**src/phy_int_pkg.sv**
```systemverilog
// package: register map, reset values and carrier types of the interrupt logic
package phy_int_pkg;

   // ------------------------------------------------------------
   // register offsets on the management control bus
   // ------------------------------------------------------------
   localparam logic [4:0] ADDR_INTERRUPT_CONDITION = 5'h02;
   localparam logic [4:0] ADDR_INTERRUPT_MASK = 5'h03;
   localparam logic [4:0] ADDR_TRANSMIT_STATE = 5'h04;
   localparam logic [4:0] ADDR_NOISE_COUNT = 5'h07;
   localparam logic [4:0] ADDR_RECEIVE_STATE = 5'h08;
   localparam logic [4:0] ADDR_RECEIVE_CONDITION_A = 5'h09;
   localparam logic [4:0] ADDR_RECEIVE_CONDITION_B = 5'h0A;
   localparam logic [4:0] ADDR_NOISE_PRESCALE_COUNT = 5'h10;
   localparam logic [4:0] ADDR_STATE_COUNT = 5'h13;
   localparam logic [4:0] ADDR_STATE_PRESCALE_COUNT = 5'h14;
   localparam logic [4:0] ADDR_LINK_ERROR_COUNT = 5'h16;
   localparam logic [4:0] ADDR_DEVICE_IDENTIFICATION = 5'h18;
   localparam logic [4:0] ADDR_INJECTION_COUNT = 5'h19;
   localparam logic [4:0] ADDR_INTERRUPT_COMPARE = 5'h1A;
   localparam logic [4:0] ADDR_TRANSMIT_STATE_COMPARE = 5'h1B;
   localparam logic [4:0] ADDR_RECEIVE_COMPARE_A = 5'h1C;
   localparam logic [4:0] ADDR_RECEIVE_COMPARE_B = 5'h1D;
   localparam logic [4:0] ADDR_RESERVED_ZERO = 5'h1E;
   localparam logic [4:0] ADDR_RESERVED_ONE = 5'h1F;

   // ------------------------------------------------------------
   // field positions
   // ------------------------------------------------------------
   localparam int BIT_REQUEST_DATA_PARITY_ERR = 0;
   localparam int BIT_MGMT_BUS_PARITY_ERR = 1;
   localparam int BIT_WRITE_REJECT_FLAG = 2;
   localparam int BIT_COND_WRITE_INHIBIT_FLAG = 3;
   localparam int BIT_UPPER_CONDITION_LSB = 4;
   localparam int BIT_REQUEST_PARITY_CHECK_EN = 6;

   // ------------------------------------------------------------
   // reset values
   // ------------------------------------------------------------
   localparam logic [7:0] RST_INTERRUPT_CONDITION = 8'h00;
   localparam logic [7:0] RST_INTERRUPT_MASK = 8'h00;
   localparam logic [7:0] RST_TRANSMIT_STATE = 8'hA2;
   localparam logic [7:0] RST_RECEIVE_CONDITION = 8'h00;
   localparam logic [7:0] RST_COMPARE = 8'h00;
   localparam logic [7:0] READ_ZERO = 8'h00;

   // ------------------------------------------------------------
   // carriers
   // ------------------------------------------------------------
   typedef struct packed {
      logic wr;
      logic rd;
      logic [4:0] addr;
      logic [7:0] data;
      logic parity;
   } mgmt_req_t;

   typedef struct packed {
      logic [7:0] interrupt_condition;
      logic [7:0] interrupt_mask_register;
      logic [7:0] transmit_state;
      logic [7:0] receive_condition_a;
      logic [7:0] receive_condition_b;
      logic [3:0][7:0] compare;
      logic [7:0] read_data;
      logic irq_n;
   } int_state_t;

endpackage : phy_int_pkg

```
**src/phy_interrupt_condition_logic.sv**
```systemverilog
// interrupt condition, mask and conditional write logic of the ring phy
// Notes on behaviour
// - the interrupt output is active while any condition bit and its mask bit are both set.
// - condition bit 0 is set on a transmitter request parity error when request parity checking is enabled.
// - condition bit 1 is set when the bus parity enable pin is high and a write carries bad parity.
// - condition bit 2 is set on any write to a read-only register, and that write changes nothing.
// - the read-only set is 07, 08, 10, 13, 14, 16, 18, 19, 1E and 1F.
// - condition bit 3 is set when a conditional write finds a guarded bit unequal to its compare bit.
// - in a conditional write every guarded bit that differs from its compare bit keeps its value.
// - condition pairs with compare 1A, transmit state with 1B, receive A with 1C, receive B with 1D.
// - the inhibit flag stays set until the host clears it by a write.
// - reset clears the mask register; mask bit n gates condition bit n.
// - the interrupt output is low when asserted and high otherwise.
`timescale 1ns/1ns
module phy_interrupt_condition_logic #(
   parameter bit ODD_PARITY = 1'b1
) (
   input wire logic clk_sys_in,
   input wire logic srst_in,
   input wire phy_int_pkg::mgmt_req_t mgmt_req_in,
   input wire logic mgmt_bus_parity_en_pin_in,
   input wire logic request_parity_err_in,
   input wire logic [3:0] upper_condition_set_in,
   input wire logic [7:0] receive_a_set_in,
   input wire logic [7:0] receive_b_set_in,
   output logic [7:0] mgmt_bus_data_out,
   output logic [7:0] transmit_state_out,
   output logic irq_n_out
);
   import phy_int_pkg::*;

   // ------------------------------------------------------------
   // state
   // ------------------------------------------------------------
   int_state_t st;
   int_state_t next_st;
   logic [3:0][7:0] guarded;
   logic [3:0][7:0] merged;
   logic [3:0] mismatch;
   logic parity_bad;
   logic read_only_hit;

   assign guarded[0] = st.interrupt_condition;
   assign guarded[1] = st.transmit_state;
   assign guarded[2] = st.receive_condition_a;
   assign guarded[3] = st.receive_condition_b;

   // ------------------------------------------------------------
   // conditional write merge, one per guarded register
   // ------------------------------------------------------------
   for (genvar g = 0; g < 4; g++) begin : gen_guard
      cond_write_merge #(
         .WIDTH(8)
      ) u_merge (
         .current_in(guarded[g]),
         .compare_in(st.compare[g]),
         .write_data_in(mgmt_req_in.data),
         .merged_out(merged[g]),
         .mismatch_out(mismatch[g])
      );
   end

   // parity sense is a parameter since the bus convention is board-level
   assign parity_bad = ODD_PARITY ? ~(^{mgmt_req_in.data, mgmt_req_in.parity})
                                  : (^{mgmt_req_in.data, mgmt_req_in.parity});

   // ------------------------------------------------------------
   // read-only address decode
   // ------------------------------------------------------------
   always_comb begin
      read_only_hit = 1'b0;
      if (mgmt_req_in.addr == ADDR_RECEIVE_STATE ||
          mgmt_req_in.addr == ADDR_NOISE_COUNT ||
          mgmt_req_in.addr == ADDR_NOISE_PRESCALE_COUNT ||
          mgmt_req_in.addr == ADDR_STATE_COUNT ||
          mgmt_req_in.addr == ADDR_STATE_PRESCALE_COUNT ||
          mgmt_req_in.addr == ADDR_LINK_ERROR_COUNT ||
          mgmt_req_in.addr == ADDR_DEVICE_IDENTIFICATION ||
          mgmt_req_in.addr == ADDR_INJECTION_COUNT ||
          mgmt_req_in.addr == ADDR_RESERVED_ZERO ||
          mgmt_req_in.addr == ADDR_RESERVED_ONE) begin
         read_only_hit = 1'b1;
      end
   end

   // ------------------------------------------------------------
   // next state
   // ------------------------------------------------------------
   always_comb begin
      logic [7:0] cond_set;
      logic inhibit;
      cond_set = 8'h00;
      inhibit = 1'b0;
      next_st = st;
      if (mgmt_req_in.wr) begin
         if (read_only_hit) begin
            cond_set[BIT_WRITE_REJECT_FLAG] = 1'b1;
         end else if (mgmt_req_in.addr == ADDR_INTERRUPT_CONDITION) begin
            next_st.interrupt_condition = merged[0];
            inhibit = mismatch[0];
         end else if (mgmt_req_in.addr == ADDR_INTERRUPT_MASK) begin
            next_st.interrupt_mask_register = mgmt_req_in.data;
         end else if (mgmt_req_in.addr == ADDR_TRANSMIT_STATE) begin
            next_st.transmit_state = merged[1];
            inhibit = mismatch[1];
         end else if (mgmt_req_in.addr == ADDR_RECEIVE_CONDITION_A) begin
            next_st.receive_condition_a = merged[2];
            inhibit = mismatch[2];
         end else if (mgmt_req_in.addr == ADDR_RECEIVE_CONDITION_B) begin
            next_st.receive_condition_b = merged[3];
            inhibit = mismatch[3];
         end else if (mgmt_req_in.addr == ADDR_INTERRUPT_COMPARE) begin
            next_st.compare[0] = mgmt_req_in.data;
         end else if (mgmt_req_in.addr == ADDR_TRANSMIT_STATE_COMPARE) begin
            next_st.compare[1] = mgmt_req_in.data;
         end else if (mgmt_req_in.addr == ADDR_RECEIVE_COMPARE_A) begin
            next_st.compare[2] = mgmt_req_in.data;
         end else if (mgmt_req_in.addr == ADDR_RECEIVE_COMPARE_B) begin
            next_st.compare[3] = mgmt_req_in.data;
         end
         if (mgmt_bus_parity_en_pin_in && parity_bad) begin
            cond_set[BIT_MGMT_BUS_PARITY_ERR] = 1'b1;
         end
      end
      cond_set[BIT_COND_WRITE_INHIBIT_FLAG] = inhibit;
      if (request_parity_err_in &&
          st.transmit_state[BIT_REQUEST_PARITY_CHECK_EN]) begin
         cond_set[BIT_REQUEST_DATA_PARITY_ERR] = 1'b1;
      end
      cond_set[7:BIT_UPPER_CONDITION_LSB] = upper_condition_set_in;
      // events are ored in after the write so a set never loses to a clear
      next_st.interrupt_condition = next_st.interrupt_condition
                                    | cond_set;
      next_st.receive_condition_a = next_st.receive_condition_a
                                    | receive_a_set_in;
      next_st.receive_condition_b = next_st.receive_condition_b
                                    | receive_b_set_in;
      // reads of registers owned elsewhere return zero here
      next_st.read_data = st.read_data;
      if (mgmt_req_in.rd) begin
         if (mgmt_req_in.addr == ADDR_INTERRUPT_CONDITION) begin
            next_st.read_data = st.interrupt_condition;
         end else if (mgmt_req_in.addr == ADDR_INTERRUPT_MASK) begin
            next_st.read_data = st.interrupt_mask_register;
         end else if (mgmt_req_in.addr == ADDR_TRANSMIT_STATE) begin
            next_st.read_data = st.transmit_state;
         end else if (mgmt_req_in.addr == ADDR_RECEIVE_CONDITION_A) begin
            next_st.read_data = st.receive_condition_a;
         end else if (mgmt_req_in.addr == ADDR_RECEIVE_CONDITION_B) begin
            next_st.read_data = st.receive_condition_b;
         end else if (mgmt_req_in.addr == ADDR_INTERRUPT_COMPARE) begin
            next_st.read_data = st.compare[0];
         end else if (mgmt_req_in.addr == ADDR_TRANSMIT_STATE_COMPARE) begin
            next_st.read_data = st.compare[1];
         end else if (mgmt_req_in.addr == ADDR_RECEIVE_COMPARE_A) begin
            next_st.read_data = st.compare[2];
         end else if (mgmt_req_in.addr == ADDR_RECEIVE_COMPARE_B) begin
            next_st.read_data = st.compare[3];
         end else begin
            next_st.read_data = READ_ZERO;
         end
      end
      // low while any unmasked condition is pending
      next_st.irq_n = ~|(next_st.interrupt_condition
                         & next_st.interrupt_mask_register);
   end

   // ------------------------------------------------------------
   // registers
   // ------------------------------------------------------------
   always_ff @(posedge clk_sys_in) begin
      if (srst_in) begin
         st.interrupt_condition <= RST_INTERRUPT_CONDITION;
         st.interrupt_mask_register <= RST_INTERRUPT_MASK;
         st.transmit_state <= RST_TRANSMIT_STATE;
         st.receive_condition_a <= RST_RECEIVE_CONDITION;
         st.receive_condition_b <= RST_RECEIVE_CONDITION;
         st.compare <= {4{RST_COMPARE}};
         st.read_data <= READ_ZERO;
         st.irq_n <= 1'b1;
      end else begin
         st <= next_st;
      end
   end

   assign mgmt_bus_data_out = st.read_data;
   assign transmit_state_out = st.transmit_state;
   assign irq_n_out = st.irq_n;

endmodule : phy_interrupt_condition_logic

```
**src/cond_write_merge.sv**
```systemverilog
// conditional write merge of one guarded register against its compare copy
`timescale 1ns/1ns
module cond_write_merge #(
   parameter int WIDTH = 8
) (
   input wire logic [WIDTH-1:0] current_in,
   input wire logic [WIDTH-1:0] compare_in,
   input wire logic [WIDTH-1:0] write_data_in,
   output logic [WIDTH-1:0] merged_out,
   output logic mismatch_out
);
   logic [WIDTH-1:0] differ;

   // bits that moved since software read them keep their value
   assign differ = current_in ^ compare_in;
   assign merged_out = (write_data_in & ~differ) | (current_in & differ);
   assign mismatch_out = |differ;

endmodule : cond_write_merge

```
**config.mk**
```make
export PLATFORM = sky130hd
export DESIGN_NAME = phy_interrupt_condition_logic
export DESIGN_NICKNAME = d
export VERILOG_FILES = /design/src/phy_int_pkg.sv /design/src/phy_interrupt_condition_logic.sv /design/src/cond_write_merge.sv
export SDC_FILE = /design/constraint.sdc
export NUM_CORES = 1
export LEC_CHECK = 0
export BUFFER_PORTS_ARGS = -buffer_cell sky130_fd_sc_hd__buf_2
export CORE_AREA = 2 2 130 132
export CTS_CLUSTER_SIZE = 24
export DETAILED_ROUTE_END_ITERATION = 7
export DIE_AREA = 0 0 132 134
export SYNTH_ARGS = -nofsm -noshare
export SYNTH_HDL_FRONTEND = slang
export SYNTH_SLANG_ARGS = --single-unit
```
**constraint.sdc**
```tcl
create_clock -name clk_sys_in -period 2.27 [get_ports clk_sys_in]
set_input_delay 0.1135 -clock clk_sys_in [delete_from_list [all_inputs] [get_ports clk_sys_in]]
set_output_delay 0.1135 -clock clk_sys_in [all_outputs]
set_load 0.005 [all_outputs]
```
==> results.cfg, run 1 <==
[routing]
drc = 0
ant_nets = 0
vias = 4407
wirelength_um = 14930
vias_per_cell = 5.234
first_iter_violations = 403
first_pass_iters = 8
wl_per_cell_um = 17.73

[clocking]
cts_root_buf = clkbuf_16
numCtsBuffers = 9
tritoncts = built
cts_max_level = 3
postCtsSetupRepairBufs = 0
clockBufferDepth = 2
clock_sinks = 81
clock_latency_ns = 0.35
path_clk_slew_ns = 0.06

[floorplan]
rows = 47
io_pins = 57
initial_utilization_pct = 29.26
chipWidth_um = 132
core_um2 = 16290
die_area_um2 = 17690
die-height_um = 134

[timing]
rsz0062_at_grt = false
max_slew_margin_pct = 49.30
skew_ns = 0.007364
report.final.slew_viol_count = 0
max_freq_mhz = 523.8
fin_tns_setup_ns = 0
finalCritPeriodShare_pct = 84.10
layout_min_cycle_time_ns = 1.909
fin_ws_ns = 0.3610
setup_viol = 0
finalHoldViolations = 0
tightestPinTransition_ns = 0.7605

[pwr]
power_leakage_nw = 2.146
p_per_area_nw_per_um2 = 601.5
ir_worst_vdd_uv = 387.3

[cells_and_area]
drive_above_1_share_pct = 17.36
layout.nets = 657
syn_to_final_growth_pct = 16.62
diodes = 0
fillers = 1729

[logic_synthesis]
ys_seq_area_share_pct = 34.02
synth_edf_count = 0
syn_area_per_cell_um2 = 8.332
netlist_top_cells_area = dfxtp_1, mux2i_1, nor2_1
ys_types = 60
synthMostInstantiatedCell = nor2_1
syn_inst = 572
synth_top_cell_by_area = dfxtp_1
synth-async-reset-ratio_pct = 0
syn_area_um2 = 4766
synth_ff_type = dfxtp_1
yosys_warnings = 0
yosys.area.top_type_share_pct = 34.02
ys_top_cells_by_count = nor2_1, dfxtp_1, a21oi_1
ys_ff_latch = 81
synth_fp_nets = 612

[placement]
portBuffers = 56
dp_hpwl_um = 10810
dp_slack_ns = 0.2202
place_congestion = 0.9063

[global_route]
grt_pass1_vias = 4197
grt_usage_pct = 17.30
grt_overflow = 0
grt_pass1_wl_um = 23700
antenna_found_initial = 0
grt_max_degree = 69

[worst_setup_path]
cp-start-kind = register
critical_path_class = reg -> reg
path_max_fanout = 6
cp-end-kind = register
crit_arrival_ns = 2.15
required_ns = 2.51

[run]
drv_cap = 0

[hold_path]
hp-class = in -> reg

[outcome]
status = finished clean
[critical path, cell delays in order, from the launching register on]
cell	delay [ns]
dfxtp_1	0.48
xor2_1	0.11
nor4_1	0.40
nand3_1	0.18
o211ai_2	0.18
nand4_1	0.12
o41ai_2	0.34
[layout by cell type (no fill, tap or decap), drive strengths merged, types with 2 or more instances in the layout]
master       netlist  routed
nand4              8       8
o311ai             2       2
o21ai             14      14
nor2              92      92
xor2              18      18
and3               5       5
nor2b              5       5
nor3b              2       2
nand3             11      11
xnor2             20      20
mux2               4       4
inv               23      23
a21boi            15      15
nand2b             4       4
a21oi             47      47
a211o              2       2
dlygate4sd3        0      10
nor4               4       4
clkbuf            24      14
nand2             16      16
buf               26      74
o22ai             18      18
dfxtp             81      81
mux2i             37      37
a31oi              4       4
clkinv             0       2
a222oi             8       8
o21a               8       8
or4                2       2
a22oi             16      16
and2               7       7
nor3               8       8
o211ai            16      16
a311oi             8       8
[through the flow]
stage	utilization, %	power [mW]	cells	cell area [um^2]	hold WS (ns)
CTS	34.12	3.362	842	5558	0.0002303
floorplan	-	1.866	572	4766	0.2342
global route	34.12	3.476	842	5558	0.02267
finish	34.12	3.343	842	5558	0.006208
global placement	31.86	2.002	816	5190	0.3255
detailed placement	31.86	2.005	816	5190	0.3364
[cell type report]
cell class / count / area, um^2 / share of cell area (%)
repair buffers: 84 / 515.5 / 9.275
multi-input cells: 418 / 2791 / 50.23
flip-flops and latches: 81 / 1622 / 29.18
clock buffers: 14 / 254.0 / 4.570
inverters: 23 / 86.33 / 1.553
clock inverters: 2 / 13.76 / 0.2476
well taps: 220 / 275.3 / 4.953
[per-layer routing]
metal / wire (um) / vias up / GRT usage, %
li1: - / 2139 / -
met1: 7169 / 2067 / 24.53
met2: 6473 / 176 / 25.75
met3: 961 / 25 / 3.930
met4: 320 / 0 / 5.978
met5: 0 / - / 0
[path summary, 6_finish.rpt]
kind	depth (start not counted)	start	slack [ns]	to
worst min-delay path	3	receive_b_set_in[3]	0.006	guarded[27]
worst max register to register	6	st[10]	0.36	irq_n_out
worst min register to register	2	mgmt_bus_data_out[3]	0.48	mgmt_bus_data_out[3]
worst max-delay path	6	st[10]	0.36	irq_n_out
[power breakdown]
| group | switching [mW] | internal, mW | total (mW) |
|---|---|---|---|
| clock network | 0.580 | 0.773 | 1.35 |
| logic | 0.255 | 0.196 | 0.451 |
| registers | 0.0653 | 1.47 | 1.54 |
| total | 0.900 | 2.44 | 3.34 |
[flip-flops by register name, summed over array words and instances (netlist names), named ones only]
signal,count
guarded,24
irq_n_out,1
mgmt_bus_data_out,8
st,40
[cell families (layout without fill, tap and decap cells)]
group,after synthesis,in the layout,synth area share [%]
and+or+nand+nor,169,169,18.22
muxes,41,41,8.795
xor gates and xnor gates,39,39,7.456
AOI/OAI and AO/OA,169,169,24.10
buffers and inverters,73,123,7.404
DFF,81,81,34.02
[timing repair]
action,4_1_cts,5_1_grt
hold endpoints to repair,10,0
gates resized for setup,0,0
hold buffers,10,0
No activity file was read; power rests on OpenSTA's default activity.
==> inputs of run 2 (changes only) <==
Settings changed: ABC_AREA set to 1, CORE_AREA 2 2 130 132 to 2 2 132 134, DIE_AREA 0 0 132 134 to 0 0 134 136.
Clock period 2.27 ns to 1.56 ns, I/O delays scaled along.
==> run 2 against run 1 <==
  * Die area up 3.0%
  * Register-to-register slack worse by 0.26 ns
  * Synthesized cell count up 37%
  * Clock power up 73%
  * Critical path depth up 7
  * Final area up 17%
  * Hold slack better by 0.0092 ns
  * Maximum frequency up 31%
==> results.cfg, run 2 <==
[worst_setup_path]
crit_buf_inv = 1
critical_path_class = reg -> reg
path_max_fanout = 3
cp_top_family = simple AND/OR/NAND/NOR gates
cp-start-kind = register
cpMostUsedCell = nand2_1
cp-end-kind = register
required_ns = 1.84
slowest_delay_ns = 0.34
r2r_start = st[27]
worstPathCellList = inv_1 > nor2_1 > nor2_2 > nand3_1 > nor2_1 > nand2_1 > nand3_2 > nand2_2 > nand2_2 > nand2_1 > nand2_1 > nand2_1 > o21bai_1
crit_path_start = st[27]
crit_arrival_ns = 1.74
slowest_stage = dfxtp_2

[timing]
report.final.slew_viol_count = 0
skew_ns = 0.007746
layout_min_cycle_time_ns = 1.455
fin_hold_ws_ns = 0.01544
fin_ws_ns = 0.1055
fin_tns_setup_ns = 0
max_slew_margin_pct = 65.91
max_freq_mhz = 687.5
finalHoldViolations = 0
tightestPinTransition_ns = 0.5113
setup_viol = 0
finalCritPeriodShare_pct = 93.24

[global_route]
antenna_found_initial = 0
grt_pass1_vias = 4766
grt_pass1_wl_um = 26030
grt_usage_pct = 18.96
grt_overflow = 0
grt_max_degree = 61

[clocking]
numCtsBuffers = 9
clock_latency_ns = 0.35
clock_sinks = 81
clockBufferDepth = 2
tritoncts = built
cts_root_buf = clkbuf_16
path_clk_slew_ns = 0.06
cts_max_level = 3

[floorplan]
core_um2 = 16880
chipWidth_um = 134
io_pins = 57
initial_utilization_pct = 29.53
die_area_um2 = 18220
rows = 48
die-height_um = 136

[logic_synthesis]
synth_top_cell_by_area = dfxtp_1
synth_edf_count = 0
ys_top_cells_by_count = nand2_1, inv_1, o21ai_0
synthMostInstantiatedCell = nand2_1
synth-async-reset-ratio_pct = 0
syn_area_um2 = 4984
yosys_warnings = 0
syn_area_per_cell_um2 = 6.340
ys_seq_area_share_pct = 32.54
synth_fp_nets = 826
netlist_top_cells_area = dfxtp_1, nand2_1, o21ai_0
synth_ff_type = dfxtp_1
ys_types = 36
ys_ff_latch = 81
yosys.area.top_type_share_pct = 32.54
syn_inst = 786

[hold_path]
hp-class = in -> reg
hp-start = receive_b_set_in[3]

[routing]
first_iter_violations = 354
wirelength_um = 17270
vias = 5313
drc = 0
wl_per_cell_um = 15.23
ant_nets = 0
first_pass_iters = 7
vias_per_cell = 4.685

[pwr]
p_comb_share_pct = 16.1
p_per_area_nw_per_um2 = 835.3
ir_worst_vdd_uv = 507.1
p_clk_share_pct = 43.0
power_mw = 5.429
p_sw_mw = 1.476
p_seq_share_pct = 40.8
switching_share_pct = 27.19
power_leakage_nw = 3.020
p_int_mw = 3.953

[cells_and_area]
instances_no_fill = 1134
layout.nets = 944
drive_above_1_share_pct = 29.26
diodes = 0
top_register = st
final_common_cell = nand2_1
largest_reg_flops = 40
layout_common_cells = nand2_1, o21ai_0, buf_4
syn_to_final_growth_pct = 30.43

[placement]
dp_hpwl_um = 13350
place_congestion = 0.9600
dp_cells = 1093
dp_slack_ns = -0.05092
portBuffers = 56

[run]
drv_cap = 0

[outcome]
status = finished clean
==> run 2: cell types whose count changed after synthesis, sizes merged, moves of 15 or more <==
cell,delta
a21boi,-15
a21oi,+24
a22oi,-16
clkbuf,-15
inv,+80
mux2i,-37
nand2,+222
nor2,-21
o211ai,-15
o21ai,+88
o22ai,-18
==> run 2: final cells by class <==
cell class	instances	area (um^2)
Clock buffer	11	242.7
Clock inverter	5	78.83
Fill cell	1833	10380
Inverter	104	397.9
Multi-Input combinational cell	561	2813
Sequential cell	81	1670
Tap cell	225	281.5
Timing Repair Buffer	147	1016
==> run 2: routing by layer <==
metal  wire (um)  up-vias  part of all wire [%]  GRT usage, %
met5           0        -                     0             0
met4         346        0                   2.0         6.678
met3        1174       18                   6.8         3.393
met2        8075      154                    47         30.68
met1        7675     2390                    44         25.38
li1            -     2751                     -             -
==> run 2: cells by family after synthesis <==
logic type      after synthesis  share of synthesized area, %
simple gates                353                         31.31
buf+inv                     144                         13.03
xor+xnor                     17                         2.988
compound gates              191                         20.14
flops                        81                         32.54
==> run 2: final timing paths <==
check	end	slack (ns)	cells after the start
max reg2reg	irq_n_out	0.11	13
min reg2reg	mgmt_bus_data_out[7]	0.46	2
max	irq_n_out	0.11	13
min	guarded[27]	0.02	5
==> run 2: timing repair <==
item	in CTS	in global routing
resized for setup	0	88
setup buffers	0	14
hold endpoints to repair	11	0
endpoints found under the setup margin	0	1
hold buffers	11	0
==> run 2: worst reg2reg max path: stages, from the launching register on <==
cell and delay [ns]:
dfxtp_2 0.34, inv_1 0.08, nor2_1 0.06, nor2_2 0.10, nand3_1 0.09, nor2_1 0.12, nand2_1 0.10, nand3_2 0.09
nand2_2 0.05, nand2_2 0.08, nand2_1 0.05, nand2_1 0.06, nand2_1 0.05, o21bai_1 0.12
==> run 2: through the flow <==
| stage | utilization, % | area, um^2 |
|---|---|---|
| finish | 38.52 | 6500 |
| global route | 38.52 | 6500 |
| CTS | 37.00 | 6243 |
| detailed placement | 34.44 | 5812 |
| global placement | 34.44 | 5812 |
| floorplan | - | 4984 |
==> run 2: power groups by stage <==
stage,combinational [mW],sequential (mW),clock (mW)
after detailed placement,0.802,2.25,0
after floorplan,0.487,2.23,0
final,0.875,2.22,2.34
after global routing,0.974,2.22,2.48
after global placement,0.794,2.25,0
after CTS,0.825,2.20,2.38
==> inputs of run 3 (changes only) <==
Settings changed: CORE_AREA 2 2 132 134 to 2 2 106 108, DIE_AREA 0 0 134 136 to 0 0 108 110, HOLD_SLACK_MARGIN set to 0.1, PLACE_DENSITY set to 0.68.
Clock period 1.56 ns to 1.2 ns, I/O delays scaled along.
==> run 3 against run 2 <==
  * Non-clock buffer count grew 117
  * The flow now finishes with violations (setup timing)
  * Via count rose by 17%
  * Sequential cell count unchanged
==> results.cfg, run 3 (synthesis results as in run 2) <==
[pwr]
power_mw = 6.685
p_seq_share_pct = 43.0
p_int_mw = 4.662
p_clk_share_pct = 34.5
power_leakage_nw = 3.647
ir_worst_vdd_uv = 570.8
switching_share_pct = 30.27
p_per_area_nw_per_um2 = 870.5
p_comb_share_pct = 22.5
p_sw_mw = 2.024

[routing]
wl_per_cell_um = 16.44
drc = 0
first_iter_violations = 542
first_pass_iters = 5
wirelength_um = 19170
ant_nets = 0
vias = 6191
vias_per_cell = 5.310

[worst_setup_path]
cp-start-kind = register
crit_arrival_ns = 1.85
required_ns = 1.51
critPathCapture = irq_n_out
ff2ff_setup_slack_ns = -0.34
reg2reg_depth = 13
worstReg2RegEnd = irq_n_out
critical_path_class = reg -> reg
crit_path_start = guarded[17]
r2r_start = guarded[17]
cp-end-kind = register
path_max_fanout = 3

[clocking]
cts_max_level = 3
cts_root_buf = clkbuf_8
numCtsBuffers = 9
clock_latency_ns = 0.37
clockBufferDepth = 2
path_clk_slew_ns = 0.10
tritoncts = built
clock_sinks = 81

[floorplan]
rows = 38
core_um2 = 10700
io_pins = 57
die_area_um2 = 11880
die-height_um = 110
initial_utilization_pct = 46.58
chipWidth_um = 108

[cells_and_area]
top_register = st
fillers = 911
layout_common_cells = nand2_1, buf_4, inv_1
diodes = 0
syn_to_final_growth_pct = 54.11
layout.nets = 1061
fin_area_um2 = 7680
final_common_cell = nand2_1
fin_util_pct = 71.79
largest_reg_flops = 40
drive_above_1_share_pct = 41.33

[timing]
finalHoldViolations = 0
finalCritPeriodShare_pct = 128.5
fin_ws_ns = -0.3414
skew_ns = 0.01325
report.final.slew_viol_count = 0
max_slew_margin_pct = 77.68
layout_min_cycle_time_ns = 1.541
tightestPinTransition_ns = 0.3312
setup_viol = 9
max_freq_mhz = 648.8
rsz0062_at_grt = true

[global_route]
grt_pass1_vias = 5759
grt_pass1_wl_um = 28780
antenna_found_initial = 0
grt_overflow = 0
grt_max_degree = 57
grt_usage_pct = 32.03

[placement]
place_congestion = 1.060
portBuffers = 56
place_area_um2 = 6611
dp_hpwl_um = 13930

[run]
drv_cap = 0

[hold_path]
hp-class = in -> reg

[outcome]
status = finished, violations left
failed_checks = setup timing
## run 3: changes by cell type in the layout (fill, tap and decap cells not counted), moves of 11 or more
cell / before / now
buf_6: 0 / 13
buf_4: 78 / 172
nand2_1: 211 / 197
o21ai_0: 88 / 64
o21ai_1: 14 / 31
dlygate4sd3_1: 11 / 22
## run 3: worst min path at each step
stage / start / endpoint / slack (ns) / cells past startpoint
6_report: mgmt_bus_parity_en_pin_in / guarded[1] / 0.16 / 5
5_1_grt: mgmt_req_in[4] / st[36] / 0.16 / 4
3_3_place_gp: receive_b_set_in[6] / guarded[30] / 0.26 / 3
3_5_place_dp: receive_b_set_in[6] / guarded[30] / 0.27 / 3
4_1_cts: mgmt_bus_parity_en_pin_in / guarded[1] / 0.15 / 5
2_1_floorplan: srst_in / register / 0.16 / 2
## run 3: what timing repair did
action / in CTS / in global routing
setup endpoints to repair: 37 / 66
setup buffers: 9 / 12
pin swaps: 30 / 55
hold buffers: 23 / 0
endpoints found under the hold margin: 30 / 0
gates cloned: 0 / 1
resized for setup: 71 / 121
## run 3: routing by layer
metal | wire length, um | global-route usage [%]
met1 | 7802 | 40.10
met2 | 8936 | 53.46
met3 | 1429 | 5.820
met4 | 999 | 15.38
met5 | 0 | 0
## run 3: worst max-delay path: stages, from the launching register on
cell	delay, ns
dfxtp_2	0.34
inv_2	0.06
nor2_1	0.05
nor2_1	0.15
nand2_1	0.07
nor2_1	0.14
nand2_1	0.11
nand3_2	0.12
nand2_2	0.07
nand2_4	0.07
nand2_2	0.06
nand2_1	0.07
nand2_1	0.05
o21bai_1	0.12
## run 3: metrics by stage
step | setup TNS, ns | std cells | setup WS (ns) | hold slack (ns)
after global placement | -22.22 | 1115 | -0.4803 | 0.2588
after detailed placement | -25.43 | 1115 | -0.5059 | 0.2661
after CTS | -0.6206 | 1157 | -0.2735 | 0.1478
final | -0.8763 | 1166 | -0.3414 | 0.1581
after floorplan | -0.2413 | 786 | -0.07106 | 0.1597
after global routing | -1.880 | 1166 | -0.3831 | 0.1622
## run 3: layout make-up
| class | count | area (um^2) | share of cell area [%] |
|---|---|---|---|
| clock buffers | 10 | 127.6 | 1.662 |
| clock inverters | 6 | 91.34 | 1.189 |
| inverters | 104 | 434.2 | 5.653 |
| well taps | 140 | 175.2 | 2.281 |
| multi-input cells | 561 | 3141 | 40.89 |
| repair buffers | 264 | 2041 | 26.57 |
| flip-flops and latches | 81 | 1670 | 21.75 |
## run 3: power by group through the flow
stage | Clock, mW | Sequential (mW) | Combinational, mW
global route | 2.46 | 2.89 | 1.63
finish | 2.31 | 2.87 | 1.50
detailed placement | 0 | 2.91 | 1.26
CTS | 2.30 | 2.86 | 1.37
floorplan | 0 | 2.90 | 0.656
global placement | 0 | 2.91 | 1.24
